==> config.mk <==
export PLATFORM = sky130hd
export DESIGN_NAME = pace_resp_control_regs
export DESIGN_NICKNAME = d
export VERILOG_FILES = /design/src/verilog/pace_resp_control_regs.v
export VERILOG_INCLUDE_DIRS = /design/src /design/src/verilog
export SDC_FILE = /design/constraint.sdc
export NUM_CORES = 1
export LEC_CHECK = 0
export CORE_MARGIN = 2
export CORE_UTILIZATION = 55
export CTS_CLUSTER_DIAMETER = 200
export CTS_CLUSTER_SIZE = 8
export DETAILED_ROUTE_END_ITERATION = 10
export DONT_BUFFER_PORTS = 1
export PLACE_DENSITY = 0.73
export SETUP_SLACK_MARGIN = 0.05
export SLEW_MARGIN = 20
export SYNTH_ARGS = -nofsm -noshare
export SYNTH_HDL_FRONTEND = slang
export SYNTH_SLANG_ARGS = --single-unit
==> constraint.sdc <==
create_clock -name pclk -period 0.8 [get_ports pclk]
set_input_delay 0.12 -clock pclk [delete_from_list [all_inputs] [get_ports pclk]]
set_output_delay 0.12 -clock pclk [all_outputs]
set_load 0.005 [all_outputs]
==> src/verilog/pace_resp_defs.vh <==
`ifndef PACE_RESP_DEFS_VH
`define PACE_RESP_DEFS_VH
// Register indexes (byte address is four times the index)
`define RESP_CTRL_IDX        8'h03
`define PACE_CTRL_IDX        8'h04
// Respiration control fields
`define RESP_EN_BIT          0
`define RESP_FREQ_LSB        1
`define RESP_FREQ_MSB        2
`define RESP_ALT_BIT         16
`define RESP_USED_MSB        16
`define RESP_RESET           24'h000000
// Pace control fields
`define PACE_EN1_BIT         0
`define PACE_EN3_BIT         2
`define PACE_SEL1_LSB        3
`define PACE_SEL3_MSB        8
`define PACE_FILT1_BIT       9
`define PACE_FILT2_BIT       10
`define PACE_FILTW_BIT       11
`define PACE_USED_MSB        11
`define PACE_RESET           12'hf88
`endif
==> src/verilog/pace_resp_control_regs.v <==
`timescale 1ns/1ps
`include "pace_resp_defs.vh"
module pace_resp_control_regs
(
  // APB clock and reset
  input  wire        pclk,
  input  wire        presetn,
  // APB slave
  input  wire        psel,
  input  wire        penable,
  input  wire        pwrite,
  input  wire [11:0] paddr,
  input  wire [31:0] pwdata,
  output reg  [31:0] prdata,
  output wire        pready,
  output wire        pslverr,
  // Respiration configuration
  output wire [1:0]  carrier_freq_select,
  output wire        alt_freq_mode,
  output wire        breath_measure_enable,
  // Pace detection configuration
  output wire        pulse_width_filter_en,
  output wire        validation_filter_two_en,
  output wire        validation_filter_one_en,
  output wire [1:0]  detector_three_lead_sel,
  output wire [1:0]  detector_two_lead_sel,
  output wire [1:0]  detector_one_lead_sel,
  output wire        detector_three_enable,
  output wire        detector_two_enable,
  output wire        detector_one_enable
);

  // Pace detector count; each owns one selector pair and one enable
  localparam        detector_count  = 3;

  // Reset images: respiration full width, pace only its owned 12 bits; only the owned slices are loaded
  localparam [23:0] resp_reset_full = `RESP_RESET;
  localparam [11:0] pace_reset_kept = `PACE_RESET;

  // Word indexes widened to the decoded address slice
  localparam [9:0]  resp_index      = {2'b00, `RESP_CTRL_IDX};
  localparam [9:0]  pace_index      = {2'b00, `PACE_CTRL_IDX};

  // Respiration fields owned here; the rest of that word lives elsewhere
  reg         resp_en_reg;      // Respiration enable, bit 0
  reg         resp_en_next;     // Its next value
  reg  [1:0]  resp_freq_reg;    // Carrier frequency code, bits 2:1
  reg  [1:0]  resp_freq_next;   // Its next value
  reg         resp_alt_reg;     // Alternate frequency table, bit 16
  reg         resp_alt_next;    // Its next value

  // Pace control fields, bits 11:0; bits 23:12 are never stored
  reg  [11:0] pace_reg;         // Filters, lead selectors, enables
  reg  [11:0] pace_next;        // Its next value

  // Address decode and transfer qualifiers
  wire [9:0]  word_index;       // Word index from the byte address
  wire        aligned;          // Low address bits clear
  reg         hit_resp;         // Respiration word addressed
  reg         hit_pace;         // Pace word addressed
  wire        access;           // Access phase of any transfer
  wire        wr_resp;          // Write lands in respiration word
  wire        wr_pace;          // Write lands in pace word
  wire        rd_setup;         // Read setup cycle, data captured here
  reg  [31:0] rd_word;          // Read image of the addressed word

  // Per-detector fields gathered by the generate loop
  wire [5:0]  lead_sel_bus;     // Lead selectors, detector one lowest
  wire [2:0]  det_en_bus;       // Detector enables, detector one lowest
  genvar      det;              // Detector number in the loop

  // Byte address to word index
  assign word_index = paddr[11:2];
  assign aligned    = (paddr[1:0] == 2'b00);
  assign access     = psel & penable;

  // Address decode; misaligned addresses match no register
  always @*
  begin
    hit_resp = 1'b0;
    hit_pace = 1'b0;
    if (!aligned)
    begin
      // Part-word addresses are treated as unmapped
      hit_resp = 1'b0;
      hit_pace = 1'b0;
    end
    else if (word_index == resp_index)
      hit_resp = 1'b1;
    else if (word_index == pace_index)
      hit_pace = 1'b1;
  end

  // Write strobes land only in the access phase
  assign wr_resp  = access & pwrite & hit_resp;
  assign wr_pace  = access & pwrite & hit_pace;
  // Read data captured a cycle early so it stands through access
  assign rd_setup = psel & ~penable & ~pwrite;

  // Zero wait state; unmapped or misaligned accesses report an error
  assign pready  = 1'b1;
  assign pslverr = access & ~(hit_resp | hit_pace);

  // Next respiration fields; untouched unless this word is written
  always @*
  begin
    resp_en_next   = resp_en_reg;
    resp_freq_next = resp_freq_reg;
    resp_alt_next  = resp_alt_reg;
    if (wr_resp)
    begin
      // Bits 15:3 and 23:17 belong to other blocks and are dropped
      resp_en_next   = pwdata[`RESP_EN_BIT];
      resp_freq_next = pwdata[`RESP_FREQ_MSB:`RESP_FREQ_LSB];
      resp_alt_next  = pwdata[`RESP_ALT_BIT];
    end
  end

  // Next pace fields; reserved upper bits never reach storage
  always @*
  begin
    pace_next = pace_reg;
    if (wr_pace)
    begin
      // No byte strobes: a write replaces every owned pace field
      pace_next = pwdata[`PACE_USED_MSB:0];
    end
  end

  // Respiration storage; reset leaves respiration off
  always @(posedge pclk or negedge presetn)
  begin
    if (!presetn)
    begin
      resp_en_reg   <= resp_reset_full[`RESP_EN_BIT];
      resp_freq_reg <= resp_reset_full[`RESP_FREQ_MSB:`RESP_FREQ_LSB];
      resp_alt_reg  <= resp_reset_full[`RESP_ALT_BIT];
    end
    else
    begin
      // Next values already hold the old fields when not written
      resp_en_reg   <= resp_en_next;
      resp_freq_reg <= resp_freq_next;
      resp_alt_reg  <= resp_alt_next;
    end
  end

  // Pace storage; filters on, detectors off after reset
  always @(posedge pclk or negedge presetn)
  begin
    if (!presetn)
      pace_reg <= pace_reset_kept;
    else
      pace_reg <= pace_next;
  end

  // Read image; fields not owned here read as zero
  always @*
  begin
    rd_word = 32'h00000000;
    if (hit_resp)
    begin
      rd_word[`RESP_EN_BIT]                  = resp_en_reg;
      rd_word[`RESP_FREQ_MSB:`RESP_FREQ_LSB] = resp_freq_reg;
      rd_word[`RESP_ALT_BIT]                 = resp_alt_reg;
    end
    else if (hit_pace)
    begin
      // Bits 23:12 keep their zero default
      rd_word[`PACE_USED_MSB:0] = pace_reg;
    end
    else
    begin
      // Unmapped or misaligned words read as zero
      rd_word = 32'h00000000;
    end
  end

  // Read data register; loaded in setup, held until the next read
  always @(posedge pclk or negedge presetn)
  begin
    if (!presetn)
      prdata <= 32'h00000000;
    else if (rd_setup)
    begin
      // A write in between cannot disturb data already captured
      prdata <= rd_word;
    end
  end

  // One field group per detector: two selector bits and one enable
  generate
    for (det = 0; det < detector_count; det = det + 1)
    begin : detector_field
      // Selector pairs step by two from the lowest selector
      assign lead_sel_bus[2*det+1:2*det] =
             pace_reg[`PACE_SEL1_LSB+2*det+1:`PACE_SEL1_LSB+2*det];
      // Enables sit in consecutive bits from the lowest enable
      assign det_en_bus[det] = pace_reg[`PACE_EN1_BIT+det];
    end
  endgenerate

  // Respiration outputs straight from storage
  assign breath_measure_enable    = resp_en_reg;
  assign carrier_freq_select      = resp_freq_reg;
  assign alt_freq_mode            = resp_alt_reg;

  // Pace filter outputs straight from storage
  assign pulse_width_filter_en    = pace_reg[`PACE_FILTW_BIT];
  assign validation_filter_two_en = pace_reg[`PACE_FILT2_BIT];
  assign validation_filter_one_en = pace_reg[`PACE_FILT1_BIT];

  // Lead selectors unpacked, detector one in the lowest pair
  assign detector_one_lead_sel    = lead_sel_bus[1:0];
  assign detector_two_lead_sel    = lead_sel_bus[3:2];
  assign detector_three_lead_sel  = lead_sel_bus[5:4];

  // Detector enables unpacked, detector one in the lowest bit
  assign detector_one_enable      = det_en_bus[0];
  assign detector_two_enable      = det_en_bus[1];
  assign detector_three_enable    = det_en_bus[2];

endmodule

* Yosys cells after proc, flatten, opt, wreduce, memory -nomap -nowiden *
Index checks and enable logic that the tools add are counted.

cells by class
  equal/unequal tests = 2
  multiplexer cells = 9
  bitwise operators = 11
  reduce and logical (&&, ||, !) cells = 1

operator list
  cell                 count
  $mux 12              1
  $eq 10x2->1 const B  1
  $eq 10x3->1 const B  1
  $mux 9               1
  $and 1x1->1          7
  $mux 1               6
  $mux 3               1
  $not 1->1            3
  $logic_not 2->1      1
  $or 1x1->1           1

storage, ports and cells
  bits in registers = 33
  bits of input ports = 49
  output and inout port bits = 50
  logic and storage cells = 28

* Depth between registers and ports, before layout *
Gate-level depths: netlist (run 1).

  word-level depth = 7
  depth in mapped cells = 5
  gate-level depth less buffers = 4

* Worst setup path before layout (run 1) *
Ideal clock, no wire load.

  path kind = input to register
  from = in paddr[9]
  to = reg pace_reg[1]
  library setup time = 0.125 ns
  arrival = 1.301 ns
  data required time = 0.675 ns
  setup slack = -0.626 ns
  stages = 5
  buffers on the path = 1
  cell sequence = nor4_2 > nand2_2 > nor3_2 > buf_6 > mux2_2

on the way
  cells in the longest elaborated chain, start to end = 5
  elaborated cells between the ends (all ways) = 6
  classes of those cells = eq/ne (2); mux (3); bitwise (1)

ends and longest elaborated chain
  element               line                          source
  start, declared       pace_resp_control_regs.v:12   input wire [11:0] paddr,
  $eq 10x3->1           pace_resp_control_regs.v:90   else if (word_index == pace_index)
  $mux 1                pace_resp_control_regs.v:90
  $mux 1 (*)            pace_resp_control_regs.v:88   else if (word_index == resp_index)
  $mux 1 (*)            pace_resp_control_regs.v:82   if (!aligned)
  $and 1x1->1 (*)       pace_resp_control_regs.v:96   assign wr_pace = access & pwrite & hit_pace;
  end signal, assigned  pace_resp_control_regs.v:152  pace_reg <= pace_reset_kept;
  end signal, assigned  pace_resp_control_regs.v:154  pace_reg <= pace_next;
  end, declared         pace_resp_control_regs.v:53   reg [11:0] pace_reg;

Every way passes the cells marked *; elsewhere a longest branch is shown, timed or not.
A chain may end at the register's enable or synchronous reset.

* Worst setup path after layout (run 1) *
  from = in paddr[4]
  to = reg resp_freq_reg[0], in the netlist carrier_freq_select[0]

on the way
  cells in the longest elaborated chain, start to end = 4

ends and longest elaborated chain
  element               line                          source
  $eq 10x2->1           pace_resp_control_regs.v:88
  $mux 1                pace_resp_control_regs.v:88
  $mux 1                pace_resp_control_regs.v:82
  $and 1x1->1           pace_resp_control_regs.v:95   assign wr_resp = access & pwrite & hit_resp;
  end signal, assigned  pace_resp_control_regs.v:136  resp_freq_reg <= resp_reset_full[`RESP_FREQ_MSB:`RESP_FREQ_LSB];
  end signal, assigned  pace_resp_control_regs.v:143  resp_freq_reg <= resp_freq_next;
  end, declared         pace_resp_control_regs.v:47   reg [1:0] resp_freq_reg;

No other way between the ends.

==> results of run 1 <==
## final timing paths
check / from / endpoint / slack (ns) / cells after the start
setup / recovery: paddr[4] / carrier_freq_select[0]$_DFFE_PN0P_ / -0.34 / 4
hold / removal: presetn / prdata[2]$_DFFE_PN0P_ / -0.51 / 0
setup reg to reg: breath_measure_enable$_DFFE_PN0P_ / prdata[0]$_DFFE_PN0P_ / -0.20 / 2
hold reg to reg: prdata[9]$_DFFE_PN0P_ / prdata[9]$_DFFE_PN0P_ / 0.54 / 1
max in group asynchronous: presetn / pace_reg[9]$_DFFE_PN1P_ / 1.12 / 0
min in group pclk: paddr[5] / alt_freq_mode$_DFFE_PN0P_ / 0.22 / 3
## through the flow
step                      setup TNS, ns  cells  power, uW
after global placement           -14.65    157       1568
after floorplan                  -13.55    123       1619
after detailed placement         -15.85    157       1570
after CTS                        -10.71    181       2502
final                            -10.13    184       2491
after global routing             -13.69    184       2624
## layer usage
metal	track usage (%)	wire, um	vias to the layer above
met4	9.829	43	0
met2	41.15	1612	69
met1	28.20	1167	485
met3	8.333	261	6
met5	0	0	-
li1	-	-	431
## critical path, stage by stage
cell      delay [ns]
nand3b_1        0.16
or4_4           0.46
nor3_4          0.23
mux2_2          0.38
## placed cells by master (no fill, tap or decap), drive strengths merged, types with 4 or more instances in the layout
cell type / instances
dlygate4sd3: 13
buf: 35
nor3: 5
clkbuf: 8
conb: 20
dfrtp: 23
mux2: 16
a22o: 10
dfstp: 6
nand2: 4
## area by class of cell
class	count	area, sq um	share of cell area [%]
clock buffers	8	58.81	3.150
multi-input cells	71	579.3	31.03
flip-flops and latches	29	733.2	39.28
well taps	28	35.03	1.877
repair buffers	48	460.4	24.66
## power by group through the flow
| stage | Clock [uW] | Combinational [uW] | Sequential (uW) |
|---|---|---|---|
| 4_1_cts | 910 | 123 | 1470 |
| 6_report | 890 | 133 | 1470 |
| 3_3_place_gp | 0 | 71.6 | 1500 |
| 2_1_floorplan | 0 | 123 | 1500 |
| 3_5_place_dp | 0 | 73.6 | 1500 |
| 5_1_grt | 1000 | 152 | 1470 |
## logic make-up after synthesis
logic type / count (synthesis) / synth area share, %
AOI/OAI and AO/OA: 15 / 9.713
other: 2 / 0.5552
and+or+nand+nor: 20 / 9.621
DFF: 29 / 54.21
buffers and inverters: 23 / 12.58
muxes: 16 / 13.32
## repair_timing
action	4_1_cts	5_1_grt
pin swaps	1	0
gates resized for setup	17	2
endpoints found under the setup margin	59	59
buffers inserted	4	2
hold buffers	12	1
hold endpoints to repair	45	31
==> metrics, run 1 <==
Post-Syn Instances 105; Seq/Total Area, Yosys 54.21%; YS warnings 0; initial antenna violation count 0; endpoints failing setup 59; Ant. Diodes 0; crit start category input port; Overall Global Routing Usage 24.30%; die extent in y 53.59 um; crit path time final 1.144 ns; Synth top cells by count dfrtp_1, buf_4, mux2_2; FMAX 0.8738 GHz; power per cell area 1335 mW/mm^2; Root Buffer clkbuf_4; fin util 82.02%; Yosys reg bits 29; post-synth design cell area 0.001353 sq mm; CTS tree yes; Fin Hold WS -0.5072 ns; drt first pass iters 4; Skew-Pair Late Insertion Delay 0.31 ns; crit path max fanout 4; EDFF count, synth 0; Net Switching 519.4 uW; post-route cell area 0.001867 sq mm; Async S/R FF share, synth 100.0%; grt ovf 0; DR WL/cell 16.77 um; most numerous cell in the Yosys netlist dfrtp_1; core area 0.002276 sq mm; Num CTS Buffers 5; largest net degree at the start of global routing 30; Switching Fraction 20.85%; Iteration-0 DRC Markers 20; fin crit share 143.1%; VDD IR max 0.001371 V; clk buf depth 2; outcome finished, violations left; CP Data Required Time 1.00 ns; HP Class input port to async pin; TritonCTS Sinks 29; first-pass GRT wire length 4850 um; Area Overhead vs Synth 38.02%; DRT Wirelength 3085 um; top_reg_cell synth dfrtp_1; Initial Util 59.43%; port buffer count 0; floorplan row count 17; Setup WS post-layout -0.3444 ns; Synth area leaders dfrtp_1, mux2_2, dfstp_2, buf_4, a22o_1; CP Capture Type flop; HPWL after detailed placement 2102 um; nets 204; vias in the first global route 989; Clk pwr share 35.7%; Crit Path Category input port to flop; Hold Vio Cnt, Final 29; pre-CTS setup slack -0.6713 ns; syn avg cell area 12.88 sq um; Post-DP Area 0.001560 sq mm; Residual DRC 0; DR vias 991; final slew viol count 0; # fillers 126; static leakage 0.0009320 uW; top cell type by total area after synthesis dfrtp_1; routed vias/inst 5.386; share of cells above drive strength 1 46.79%; H-tree levels 2; Internal 1972 uW; I/O Pins 99; clk slew on worst S/H paths 0.09 ns; RSZ-0062 raised after global routing yes; synth unique cells 22; Post-DRT Antenna Nets 0; die width 53.59 um; Comb pwr share 5.3%; Yosys top cell area share 42.55%; RD Place Congestion 0.7355; Sequential Power Share 59.0%; max FFs per register 13; die area 0.002872 sq mm; Worst EP arrival 1.34 ns; max_cap viols 0; failing checks negative hold slack, negative setup slack; skew final 0.004621 ns
Power figures use the tool's default switching activity.
==> inputs of run 2 (changes only) <==
==> constraint.sdc (replaced) <==
create_clock -name pclk -period 0.8 [get_ports pclk]
set_input_delay 0.04 -clock pclk [delete_from_list [all_inputs] [get_ports pclk]]
set_output_delay 0.04 -clock pclk [all_outputs]
set_load 0.005 [all_outputs]
==> run 2 against run 1 <==
Net effect: the flow finishes with violations (negative setup slack); final cell count is 0.54% lower; sequential share of layout area down 0.29 points; count of clock-buffer cells in the layout unchanged; critical path depth stayed put; die area unchanged; non-clock buffer count is 1 lower; fmax rose by 2.5%; sequential power barely moved; via count rose by 0.40%; sequential cell count stayed put; first-iteration DRC count is 20% lower.
==> metrics, run 2 (synthesis results as in run 1) <==
outcome finished, violations left; failing checks negative setup slack; Initial Util 59.43% (unchanged); Skew-Pair Late Insertion Delay 0.32 ns (about the same); skew final 0.01471 ns (+0.01009 ns); initial antenna violation count 0 (unchanged); crit path time final 1.116 ns (-0.02804 ns); CTS tree yes; die extent in y 53.59 um (unchanged); final slew viol count 0 (unchanged); Ant. Diodes 0 (unchanged); # fillers 122 (-3.2%); share of cells above drive strength 1 46.45% (-0.34 points); Iteration-0 DRC Markers 16 (-20%); Overall Global Routing Usage 25.55% (+1.3 points); Setup WS post-layout -0.3164 ns (+0.02804 ns); Net Switching 572.8 uW (+10%); clk buf depth 2 (unchanged); post-route cell area 0.001881 sq mm (+0.74%); pre-CTS setup slack -0.5913 ns (+0.08000 ns); Hold Vio Cnt, Final 0 (-100%); RD Place Congestion 0.7355 (unchanged); Num CTS Buffers 5 (unchanged); Post-DP Area 0.001560 sq mm (unchanged); grt ovf 0 (unchanged); Residual DRC 0 (unchanged); endpoints failing setup 48 (-19%); DRT Wirelength 3224 um (+4.5%); I/O Pins 99 (unchanged); max FFs per register 13 (unchanged); Worst R2R Start breath_measure_enable$_DFFE_PN0P_; die area 0.002872 sq mm (unchanged); routed vias/inst 5.437 (+0.95%); CP Data Required Time 1.00 ns (about the same); Worst EP arrival 1.31 ns (-0.03 ns); crit start category input port; Top Layer Used met4; Clk pwr share 35.8% (about the same); DR vias 995 (+0.40%); Post-DRT Antenna Nets 0 (unchanged); Crit Path Category input port to flop; fin util 82.63% (+0.60 points); Area Overhead vs Synth 39.04%; drt first pass iters 4 (unchanged); DR WL/cell 17.62 um (+5.1%); HPWL after detailed placement 2102 um (unchanged); clk slew on worst S/H paths 0.10 ns (about the same); Worst R2R Setup Slack -0.17 ns (+0.03 ns); FMAX 0.8957 GHz (+2.5%); first-pass GRT wire length 5064 um (+4.4%); static leakage 0.0009313 uW (about the same); Comb pwr share 6.8% (+1.5 points); Root Buffer clkbuf_4; largest net degree at the start of global routing 30 (unchanged); floorplan row count 17 (unchanged); Sequential Power Share 57.4% (-1.6 points); crit path max fanout 4 (unchanged); RSZ-0062 raised after global routing yes; H-tree levels 2 (unchanged); Internal 1985 uW (+0.65%); HP Class input port to async pin; met1 WL 1166 um (about the same); worst-case reg-to-reg path depth 2 (unchanged); wire length on met3 290 um (+11%); met2 WL 1704 um (+5.7%); die width 53.59 um (unchanged); vias in the first global route 1008 (+1.9%); max_cap viols 0 (unchanged); fin crit share 139.6% (-3.5 points); VDD IR max 0.001192 V (-13%); TritonCTS Sinks 29 (unchanged); core area 0.002276 sq mm (unchanged); port buffer count 0 (unchanged); nets 203 (-0.49%); most common cell after layout, fill and taps aside dfrtp_1; Switching Fraction 22.40% (+1.5 points); Reg-to-Reg End prdata[0]$_DFFE_PN0P_; CP Capture Type flop; most frequent cells in the layout dfrtp_1, conb_1, buf_6; power per cell area 1360 mW/mm^2 (+1.9%)
==> run 2: worst max path at each step <==
stage,startpoint,endpoint,slack [ns],cells past startpoint
floorplan,paddr[4],alt_freq_mode$_DFFE_PN0P_,-0.48,4
global placement,paddr[4],alt_freq_mode$_DFFE_PN0P_,-0.53,4
detailed placement,paddr[4],carrier_freq_select[0]$_DFFE_PN0P_,-0.59,4
CTS,paddr[4],carrier_freq_select[0]$_DFFE_PN0P_,-0.24,4
global route,paddr[4],carrier_freq_select[1]$_DFFE_PN0P_,-0.34,4
finish,paddr[4],carrier_freq_select[1]$_DFFE_PN0P_,-0.32,4
==> run 2: power groups by stage <==
stage          registers, uW  logic [uW]  clock network, uW
6_report                1470         175                915
4_1_cts                 1470         166                910
3_5_place_dp            1500        73.6                  0
2_1_floorplan           1500         123                  0
5_1_grt                 1470         200               1000
3_3_place_gp            1500        71.6                  0
==> run 2: area by class of cell <==
class	instances	area, sq um	share of cell area (%)
flip-flops and latches	29	733.2	38.99
multi-input cells	71	581.8	30.94
repair buffers	47	471.7	25.08
clock buffers	8	58.81	3.127
well taps	28	35.03	1.863
==> run 2: layer usage <==
metal | up-vias | GRT usage [%]
li1 | 433 | -
met1 | 491 | 29.68
met2 | 64 | 44.65
met3 | 7 | 7.500
met4 | 0 | 9.402
met5 | - | 0
==> run 2: timing repair <==
item | 4_1_cts | 5_1_grt
resized for setup | 18 | 3
pin swaps | 3 | 0
hold endpoints to repair | 45 | 2
hold buffers | 14 | 1
setup buffers | 2 | 1
endpoints found under the setup margin | 59 | 59
==> run 2: critical path, cell delays in order <==
cell and delay (ns):
nand3b_1 0.16, or4_4 0.45, nor3_4 0.26, mux2_2 0.40
==> run 2: per-stage QoR <==
stage               cells  power (uW)  hold slack, ns  setup TNS (ns)
floorplan             123        1619         -0.2556          -11.18
global placement      157        1568         -0.2550          -12.17
detailed placement    157        1570         -0.2550          -13.37
CTS                   181        2545         -0.1322          -6.403
global route          183        2673          0.1300          -9.261
finish                183        2558          0.1230          -5.979
